File: config.mk
export PLATFORM = sky130hd
export DESIGN_NAME = lcce_top
export DESIGN_NICKNAME = d
export VERILOG_FILES = /design/src/lcce_pkg.sv /design/src/lcce_top.sv /design/src/lcce_cfg_store.sv
export VERILOG_INCLUDE_DIRS = /design/src
export SDC_FILE = /design/constraint.sdc
export NUM_CORES = 1
export LEC_CHECK = 0
export BUFFER_PORTS_ARGS = -buffer_cell sky130_fd_sc_hd__buf_2
export CAP_MARGIN = 20
export CORE_MARGIN = 5
export CORE_UTILIZATION = 43
export CTS_BUF_LIST = sky130_fd_sc_hd__clkbuf_2 sky130_fd_sc_hd__clkbuf_4 sky130_fd_sc_hd__clkbuf_8
export DETAILED_ROUTE_END_ITERATION = 10
export GPL_TIMING_DRIVEN = 1
export HOLD_SLACK_MARGIN = 0.03
export MAX_ROUTING_LAYER = met4
export PLACE_DENSITY = 0.75
export SLEW_MARGIN = 20
export SYNTH_ARGS = -nofsm -noshare
export SYNTH_HDL_FRONTEND = slang
export SYNTH_SLANG_ARGS = --single-unit
File: constraint.sdc
create_clock -name clk -period 8.2 [get_ports clk]
set_input_delay 2.05 -clock clk [delete_from_list [all_inputs] [get_ports clk]]
set_output_delay 2.05 -clock clk [all_outputs]
set_load 0.02 [all_outputs]
File: src/lcce_cfg.svh
`ifndef LCCE_CFG_SVH
`define LCCE_CFG_SVH

// ----------------------------------------------------------------------
// Command block layout
// ----------------------------------------------------------------------
`define LCCE_OP_CONFIGURE   3'h2
`define LCCE_OFS_CFG        32'h0000_0008
`define LCCE_BIT_EL         31
`define LCCE_BIT_SUSP       30
`define LCCE_BIT_INTR       29
`define LCCE_BIT_C          15
`define LCCE_BIT_OK         13

// ----------------------------------------------------------------------
// Configuration byte limits and fields
// ----------------------------------------------------------------------
`define LCCE_MAX_BYTES      5'h16
`define LCCE_MIN_BYTES      5'h08
`define LCCE_CU_BYTES       5'h08
`define LCCE_PHY_BYTE       5'h08
`define LCCE_CI_BYTE        3'h6
`define LCCE_CI_BIT         3
`define LCCE_RXMAX_BYTE     3'h4
`define LCCE_RXMAX_MASK     8'h7f
`define LCCE_DEF_CFG        64'h0300_3200_0000_0816

`endif

File: src/lcce_pkg.sv
package lcce_pkg;

    typedef enum logic [5:0] {
        ST_IDLE = 6'h01,
        ST_HDR  = 6'h02,
        ST_WORD = 6'h04,
        ST_BYTE = 6'h08,
        ST_SEND = 6'h10,
        ST_STAT = 6'h20
    } lcce_state_e;

    typedef struct packed {
        logic       el;
        logic       susp;
        logic       intr;
        logic [9:0] rsvd;
        logic [2:0] opcode;
    } lcce_cmd_s;

    typedef struct packed {
        logic        req;
        logic        we;
        logic [31:0] addr;
        logic [31:0] wdata;
    } lcce_mem_s;

    typedef struct packed {
        logic       valid;
        logic       last;
        logic [7:0] data;
    } lcce_tx_s;

    typedef logic [7:0][7:0] lcce_cfg_t;

endpackage : lcce_pkg

File: src/lcce_top.sv
// Notes on behaviour
// [RULE1] Only a block whose opcode is the configure code loads parameters.
// [RULE2] At most twenty-two configuration bytes taken; extra ones ignored.
// [RULE3] Fewer than eight bytes is an error; host must supply eight.
// [RULE4] Bytes 0-7 stay here; the rest go out the transmit stream.
// [RULE5] Unsupplied parameters revert to defaults, except the PHY bit.
// [RULE6] Later generations: no traffic until PHY bit configured as one.
// [RULE7] First generation: no traffic until PHY bit configured at all.
// [RULE8] Host keeps byte 3 all zero on the first generation.
// [RULE9] Byte 4 holds a seven-bit count; its top bit is zero.
// [RULE10] Byte count field of byte 0 sets how many bytes are fetched.
// [RULE11] On finish set completion bit 15, bit 13 only without error.
// [RULE12] End-of-list flag: unit goes idle, not-active interrupt always.
// [RULE13] Suspend flag: unit suspends, not-active interrupt if enabled.
// [RULE14] Interrupt flag alone raises the command-executed interrupt.
`timescale 1ns/1ps
`include "lcce_cfg.svh"

module lcce_top
    import lcce_pkg::*;
#(
    parameter bit FIRST_GEN = 1'b0
)
(
    input  wire logic        clk,
    input  wire logic        rstn,
    input  wire logic        start,
    input  wire logic [31:0] cbAddr,
    output lcce_mem_s        memOut,
    input  wire logic        memAck,
    input  wire logic [31:0] memRData,
    output lcce_tx_s         txOut,
    input  wire logic        txReady,
    output lcce_cfg_t        cfg,
    output logic             cuIdle,
    output logic             cuSuspended,
    output logic             cmdDone,
    output logic             unitNotActiveIntr,
    output logic             cmdExecutedIntr,
    output logic             macEnable
);

    // ------------------------------------------------------------------
    // Reset release
    // ------------------------------------------------------------------
    logic [1:0] rstPipe_ff;
    wire logic  rstSync;

    always_ff @(posedge clk or negedge rstn) begin
        if (!rstn) begin
            rstPipe_ff <= 2'h0;
        end else begin
            rstPipe_ff <= {rstPipe_ff[0], 1'b1};
        end
    end
    assign rstSync = rstPipe_ff[1];

    // ------------------------------------------------------------------
    // State and datapath registers
    // ------------------------------------------------------------------
    lcce_state_e state_ff;
    lcce_cmd_s   cmd_ff;
    lcce_mem_s   mem_ff;
    lcce_tx_s    tx_ff;
    logic [31:0] base_ff;
    logic [31:0] word_ff;
    logic [4:0]  idx_ff;
    logic [4:0]  cnt_ff;
    logic        ok_ff;
    logic        idle_ff;
    logic        susp_ff;
    logic        done_ff;
    logic        cna_ff;
    logic        cx_ff;
    logic        phySeen_ff;
    logic        phyVal_ff;
    logic        mac_ff;

    // ------------------------------------------------------------------
    // Decode
    // ------------------------------------------------------------------
    wire logic       inByte   = (state_ff == ST_BYTE);
    wire logic       inMem    = (state_ff == ST_HDR) || (state_ff == ST_WORD)
                                || (state_ff == ST_STAT);
    wire logic       memDone  = mem_ff.req && memAck;
    wire logic       isCfgOp  = (memRData[18:16] == `LCCE_OP_CONFIGURE);
    wire logic [7:0] curByte  = word_ff[{idx_ff[1:0], 3'h0} +: 8];
    wire logic [5:0] rawCnt   = curByte[5:0]; // [RULE10]
    wire logic       firstB   = (idx_ff == 5'h00);
    wire logic       shortCnt = firstB &&
                                (rawCnt < {1'b0, `LCCE_MIN_BYTES}); // [RULE3]
    wire logic [4:0] clampCnt = (rawCnt > {1'b0, `LCCE_MAX_BYTES}) ?
                                `LCCE_MAX_BYTES : rawCnt[4:0]; // [RULE2]
    wire logic [4:0] effCnt   = firstB ? clampCnt : cnt_ff;
    wire logic [4:0] idxInc   = idx_ff + 5'h01;
    wire logic       lastByte = (idxInc == effCnt);
    wire logic       cuByte   = (idx_ff < `LCCE_CU_BYTES);
    wire logic       storeWr  = inByte && !shortCnt && cuByte; // [RULE4]
    wire logic       txLoad   = inByte && !shortCnt && !cuByte; // [RULE4]
    wire logic       advance  = storeWr || ((state_ff == ST_SEND) && txReady);
    wire logic       loadDef  = (state_ff == ST_HDR) && memDone
                                && isCfgOp; // [RULE1]
    wire logic       ciEnable = cfg[`LCCE_CI_BYTE][`LCCE_CI_BIT];
    wire logic       finish   = (state_ff == ST_STAT) && memDone;
    wire logic [31:0] wordAddr = base_ff + `LCCE_OFS_CFG
                                 + {27'h0, idx_ff[4:2], 2'h0};
    wire logic [31:0] statWord = {cmd_ff, 1'b1, 1'b0, ok_ff, 13'h0}; // [RULE11]
    wire logic        phyNow  = txLoad && (idx_ff == `LCCE_PHY_BYTE);
    wire logic        nxtMac  = FIRST_GEN ? phySeen_ff
                                : (phySeen_ff && phyVal_ff); // [RULE6] [RULE7]

    // ------------------------------------------------------------------
    // Sequencer
    // ------------------------------------------------------------------
    always_ff @(posedge clk or negedge rstSync) begin
        if (!rstSync) begin
            state_ff <= ST_IDLE;
            cmd_ff   <= '0;
            base_ff  <= 32'h0;
            word_ff  <= 32'h0;
            idx_ff   <= 5'h00;
            cnt_ff   <= 5'h00;
            ok_ff    <= 1'b1;
        end else begin
            unique case (state_ff)
                ST_IDLE: begin
                    if (start) begin
                        base_ff  <= cbAddr;
                        idx_ff   <= 5'h00;
                        ok_ff    <= 1'b1;
                        state_ff <= ST_HDR;
                    end
                end
                ST_HDR: begin
                    if (memDone) begin
                        cmd_ff   <= memRData[31:16];
                        ok_ff    <= isCfgOp; // [RULE1]
                        state_ff <= isCfgOp ? ST_WORD : ST_STAT;
                    end
                end
                ST_WORD: begin
                    if (memDone) begin
                        word_ff  <= memRData;
                        state_ff <= ST_BYTE;
                    end
                end
                ST_BYTE: begin
                    if (firstB) begin
                        cnt_ff <= clampCnt; // [RULE10]
                    end
                    if (shortCnt) begin
                        ok_ff    <= 1'b0; // [RULE3]
                        state_ff <= ST_STAT;
                    end else if (txLoad) begin
                        state_ff <= ST_SEND;
                    end
                end
                ST_SEND: begin
                end
                ST_STAT: begin
                    if (memDone) begin
                        state_ff <= ST_IDLE;
                    end
                end
            endcase
            if (advance) begin
                idx_ff   <= idxInc;
                state_ff <= lastByte ? ST_STAT
                          : (idx_ff[1:0] == 2'h3) ? ST_WORD : ST_BYTE; // [RULE2]
            end
        end
    end

    // ------------------------------------------------------------------
    // Memory requests and transmit stream
    // ------------------------------------------------------------------
    always_ff @(posedge clk or negedge rstSync) begin
        if (!rstSync) begin
            mem_ff <= '0;
            tx_ff  <= '0;
        end else begin
            if (memDone) begin
                mem_ff.req <= 1'b0;
            end else if (inMem && !mem_ff.req) begin
                mem_ff.req   <= 1'b1;
                mem_ff.we    <= (state_ff == ST_STAT);
                mem_ff.addr  <= (state_ff == ST_WORD) ? wordAddr : base_ff;
                mem_ff.wdata <= statWord;
            end
            if (txLoad) begin
                tx_ff <= '{valid: 1'b1, last: lastByte, data: curByte};
            end else if (txReady) begin
                tx_ff.valid <= 1'b0;
            end
        end
    end

    // ------------------------------------------------------------------
    // Completion, unit state, interrupts, PHY gate
    // ------------------------------------------------------------------
    always_ff @(posedge clk or negedge rstSync) begin
        if (!rstSync) begin
            idle_ff    <= 1'b1;
            susp_ff    <= 1'b0;
            done_ff    <= 1'b0;
            cna_ff     <= 1'b0;
            cx_ff      <= 1'b0;
            phySeen_ff <= 1'b0;
            phyVal_ff  <= 1'b0;
            mac_ff     <= 1'b0;
        end else begin
            done_ff <= finish;
            cx_ff   <= finish && cmd_ff.intr; // [RULE14]
            cna_ff  <= finish && (cmd_ff.el
                       || (cmd_ff.susp && ciEnable)); // [RULE12] [RULE13]
            if (start && (state_ff == ST_IDLE)) begin
                idle_ff <= 1'b0;
                susp_ff <= 1'b0;
            end else if (finish) begin
                idle_ff <= cmd_ff.el; // [RULE12]
                susp_ff <= !cmd_ff.el && cmd_ff.susp; // [RULE13]
            end
            if (phyNow) begin
                phySeen_ff <= 1'b1;
                phyVal_ff  <= curByte[0];
            end
            mac_ff <= nxtMac;
        end
    end

    lcce_cfg_store u_store (
        .clk      (clk),
        .rstSyncN (rstSync),
        .loadDef  (loadDef),
        .wrEn     (storeWr),
        .wrIdx    (idx_ff[2:0]),
        .wrData   (curByte),
        .cfg      (cfg)
    );

    assign memOut            = mem_ff;
    assign txOut             = tx_ff;
    assign cuIdle            = idle_ff;
    assign cuSuspended       = susp_ff;
    assign cmdDone           = done_ff;
    assign unitNotActiveIntr = cna_ff;
    assign cmdExecutedIntr   = cx_ff;
    assign macEnable         = mac_ff;
endmodule : lcce_top

File: src/lcce_cfg_store.sv
`timescale 1ns/1ps
`include "lcce_cfg.svh"

module lcce_cfg_store
    import lcce_pkg::*;
(
    input  wire logic       clk,
    input  wire logic       rstSyncN,
    input  wire logic       loadDef,
    input  wire logic       wrEn,
    input  wire logic [2:0] wrIdx,
    input  wire logic [7:0] wrData,
    output lcce_cfg_t       cfg
);

    lcce_cfg_t cfg_ff;
    lcce_cfg_t nxt_cfg;
    wire logic [7:0] maskedData;

    // Top bit of the receive DMA count byte never stored
    assign maskedData = (wrIdx == `LCCE_RXMAX_BYTE) ?
                        (wrData & `LCCE_RXMAX_MASK) : wrData; // [RULE9]

    always_comb begin
        nxt_cfg = loadDef ? lcce_cfg_t'(`LCCE_DEF_CFG) : cfg_ff; // [RULE5]
        if (wrEn) begin
            nxt_cfg[wrIdx] = maskedData;
        end
    end

    always_ff @(posedge clk or negedge rstSyncN) begin
        if (!rstSyncN) begin
            cfg_ff <= lcce_cfg_t'(`LCCE_DEF_CFG);
        end else begin
            cfg_ff <= nxt_cfg;
        end
    end

    assign cfg = cfg_ff;
endmodule : lcce_cfg_store

==> impl_metrics.env <==
export IMPL_wire_per_inst_um=16.96
export IMPL_synth_area_sq_um=10270
export IMPL_finalHoldViolations=0
export IMPL_clock_path_buffers=3
export IMPL_area_delta_synth_final_pct=20.19
export IMPL_rsz0062_at_grt="false"
export IMPL_num_fill_cells=2083
export IMPL_coreArea_sq_um=23470
export IMPL_ir_worst_vdd_mv=0.1887
export IMPL_path_max_fanout=55
export IMPL_timing_final_crit_share_pct=43.19
export IMPL_end_kind="flop"
export IMPL_rows=56
export IMPL_cts_root_buf="clkbuf_8"
export IMPL_gp_congestion=0.8254
export IMPL_grtUsageMet3_pct=3.768
export IMPL_grt_ovfl_total=0
export IMPL_via_count=7712
export IMPL_viasPerCell=5.114
export IMPL_ys_ff_latch=233
export IMPL_dpl_worst_slack_ns=4.191
export IMPL_worstPathArrival_ns=3.88
export IMPL_synth_cell_type_count=58
export IMPL_yosysSeqAreaShare_pct=56.93
export IMPL_power_frac_comb_pct=39.4
export IMPL_clkPwrFrac_pct=21.5
export IMPL_p_int_w=0.003002
export IMPL_gr_usage_met2_pct=30.64
export IMPL_firstDrtPassIters=5
export IMPL_htree_levels=2
export IMPL_hp_class="reg2async"
export IMPL_clk_latency_ns=0.53
export IMPL_final_common_cell="dfrtp_1"
export IMPL_dp_hpwl_mm=17.96
export IMPL_ys_warn_count=0
export IMPL_cap_violations=0
export IMPL_die_area_sq_um=27070
export IMPL_cts_sinks=233
export IMPL_numCtsBuffers=40
export IMPL_setup_tns_ns=0
export IMPL_final_cell_mix="dfrtp_1 (220), buf_2 (200), nand2_1 (173), o21ai_0 (119), mux2_2 (74)"
export IMPL_post_cts_buffers=0
export IMPL_grt_busiest_layer="met2"
export IMPL_setup_viol=0
export IMPL_seq_power_share_pct=39.1
export IMPL_max_slew_margin_pct=31.20
export IMPL_place_port_buffers=200
export IMPL_syn_inst=963
export IMPL_die_h_um=164.5
export IMPL_ant_nets=0
export IMPL_layout_setup_ws_ns=4.659
export IMPL_first_global_vias=7609
export IMPL_required_ns=8.54
export IMPL_route_detailed_drc=0
export IMPL_cts_tree="built"
export IMPL_synthFlopType="dfrtp_1"
export IMPL_grt_first_pass_wirelength_mm=40.57
export IMPL_fmax_mhz=282.4
export IMPL_hold_buffers=0
export IMPL_dr_first_iter_drc_count=465
export IMPL_nets=1238
export IMPL_worst_clock_skew_ns=0.03082
export IMPL_io_pins=215
export IMPL_finalCriticalPeriod_ns=3.541
export IMPL_track_usage_pct=19.41
export IMPL_p_per_area_nw_per_um2=408.1
export IMPL_clkTransAtPathRegs_ns=0.06
export IMPL_drv_slew=0
export IMPL_synthArstFlopShare_pct=100.0
export IMPL_switching_share_pct=40.40
export IMPL_cp_start_kind="input pin"
export IMPL_routed_wl_mm=25.57
export IMPL_synth_edf_count=0
export IMPL_holdWs_ns=0.2975
export IMPL_start_util_pct=43.74
export IMPL_final_layout_size_suffix_gt1_share_pct=32.46
export IMPL_met1_usage_pct=25.47
export IMPL_tightest_slew_ns=1.031
export IMPL_p_total_w=0.005037
export IMPL_grt_max_degree=84
export IMPL_postCtsResizedCells=0
export IMPL_status="finished, final reports clean"
export IMPL_path_class="in2reg"
export IMPL_p_leak_nw=6.120
export IMPL_p_sw_w=0.002035
export IMPL_antenna_found_initial=3
export IMPL_die_x_um=164.5
export IMPL_synth_avg_cell_area_sq_um=10.66
[metal layers]
layer,vias to the layer above,share of wire [%]
met5,-,0
met4,0,2.2
met3,32,5.8
met2,225,49
met1,3750,43
li1,3705,-
[logic make-up (layout without fill, tap and decap cells)]
family,after synthesis,count (layout),synth area share (%)
fa+ha+maj,9,9,1.170
mux,95,95,10.91
simple gates,336,336,15.24
flops,233,233,56.93
other cells,2,18,0.07314
buf+inv,88,298,4.021
compound gates,167,167,8.835
xor+xnor,33,33,2.815
[cell usage after synthesis (2+ instances only)]
cell        n  area (sq um)
a21oi_1     7         35.03
a221o_1     3         30.03
and2_1      2         12.51
and3_1     10         62.56
buf_2      15         75.07
buf_4      17         127.6
clkbuf_1   37         138.9
conb_1      2         7.510
dfrtp_1   221          5530
dfstp_2    12         315.3
ha_1        8         100.1
inv_1      18         67.56
mux2_2     74         833.3
mux2i_1    14         140.1
mux4_2      6         135.1
nand2_1   173         649.4
nand2b_1    5         31.28
nand3_1    67         335.3
nand3b_1    4         30.03
nand4_1     9         56.30
nor2_1     22         82.58
nor2_2      2         12.51
nor2b_1     6         37.54
nor3_1     13         65.06
nor4_1      4         25.02
o21ai_0   119         595.6
o21ai_1    20         100.1
o22ai_1     2         12.51
o31ai_1     3         22.52
or3_1       7         43.79
or4_1       3         22.52
xnor2_1    22         192.7
xor2_1     11         96.34
[registers in the layout (all words and copies together) (netlist names)]
register	count
ok_ff	1
cuSuspended	1
txOut	10
u_store.cfg	64
cnt_ff	5
state_ff	6
rstPipe_ff	2
phySeen_ff	1
idx_ff	5
base_ff	32
cmdDone	1
word_ff	32
unitNotActiveIntr	1
cmd_ff	16
cuIdle	1
memOut	52
phyVal_ff	1
macEnable	1
cmdExecutedIntr	1
[metrics by stage]
stage	utilization (%)	instance area [sq um]	std cells
floorplan	-	10320	976
global placement	48.86	11470	1435
detailed placement	48.86	11470	1435
CTS	52.42	12300	1503
global route	52.57	12340	1508
finish	52.57	12340	1508
[power by group through the flow]
stage	Combinational [W]	Clock, W	Sequential (W)
floorplan	0.00107	0	0.00224
global placement	0.00194	0	0.00197
detailed placement	0.00199	0	0.00199
CTS	0.00200	0.00111	0.00198
global route	0.00219	0.00117	0.00203
finish	0.00198	0.00108	0.00197
[worst max-delay path: stages]
cell     delay (ns)
buf_2          0.09
nand2_1        0.15
nor2_2         0.82
nand2_1        0.12
buf_4          0.35
nand3_1        0.15
o21ai_0        0.11
[worst paths after layout]
path / to / slack (ns) / start / depth (start not counted)
min in group clk: rstPipe_ff[1] / 0.35 / rstPipe_ff[0] / 0
worst min register to register: cmd_ff[11] / 0.30 / rstPipe_ff[1] / 0
worst max-delay path: u_store.cfg[36] / 4.66 / memAck / 7
worst min-delay path: cmd_ff[11] / 0.30 / rstPipe_ff[1] / 0
max in group asynchronous: memOut[60] / 6.40 / rstPipe_ff[1] / 2
worst max register to register: state_ff[2] / 4.92 / idx_ff[1] / 8
[cell type report]
type / count / area [sq um] / share of cell area (%)
tap: 319 / 399.1 / 3.234
timing repair buffer: 212 / 1105 / 8.953
antenna: 3 / 7.507 / 0.06083
inverter: 18 / 67.56 / 0.5475
clock inverter: 5 / 56.30 / 0.4563
multi-input combinational: 655 / 4076 / 33.03
sequential: 233 / 5849 / 47.40
clock buffer: 63 / 779.5 / 6.317
Power figures use the tool's default switching activity.
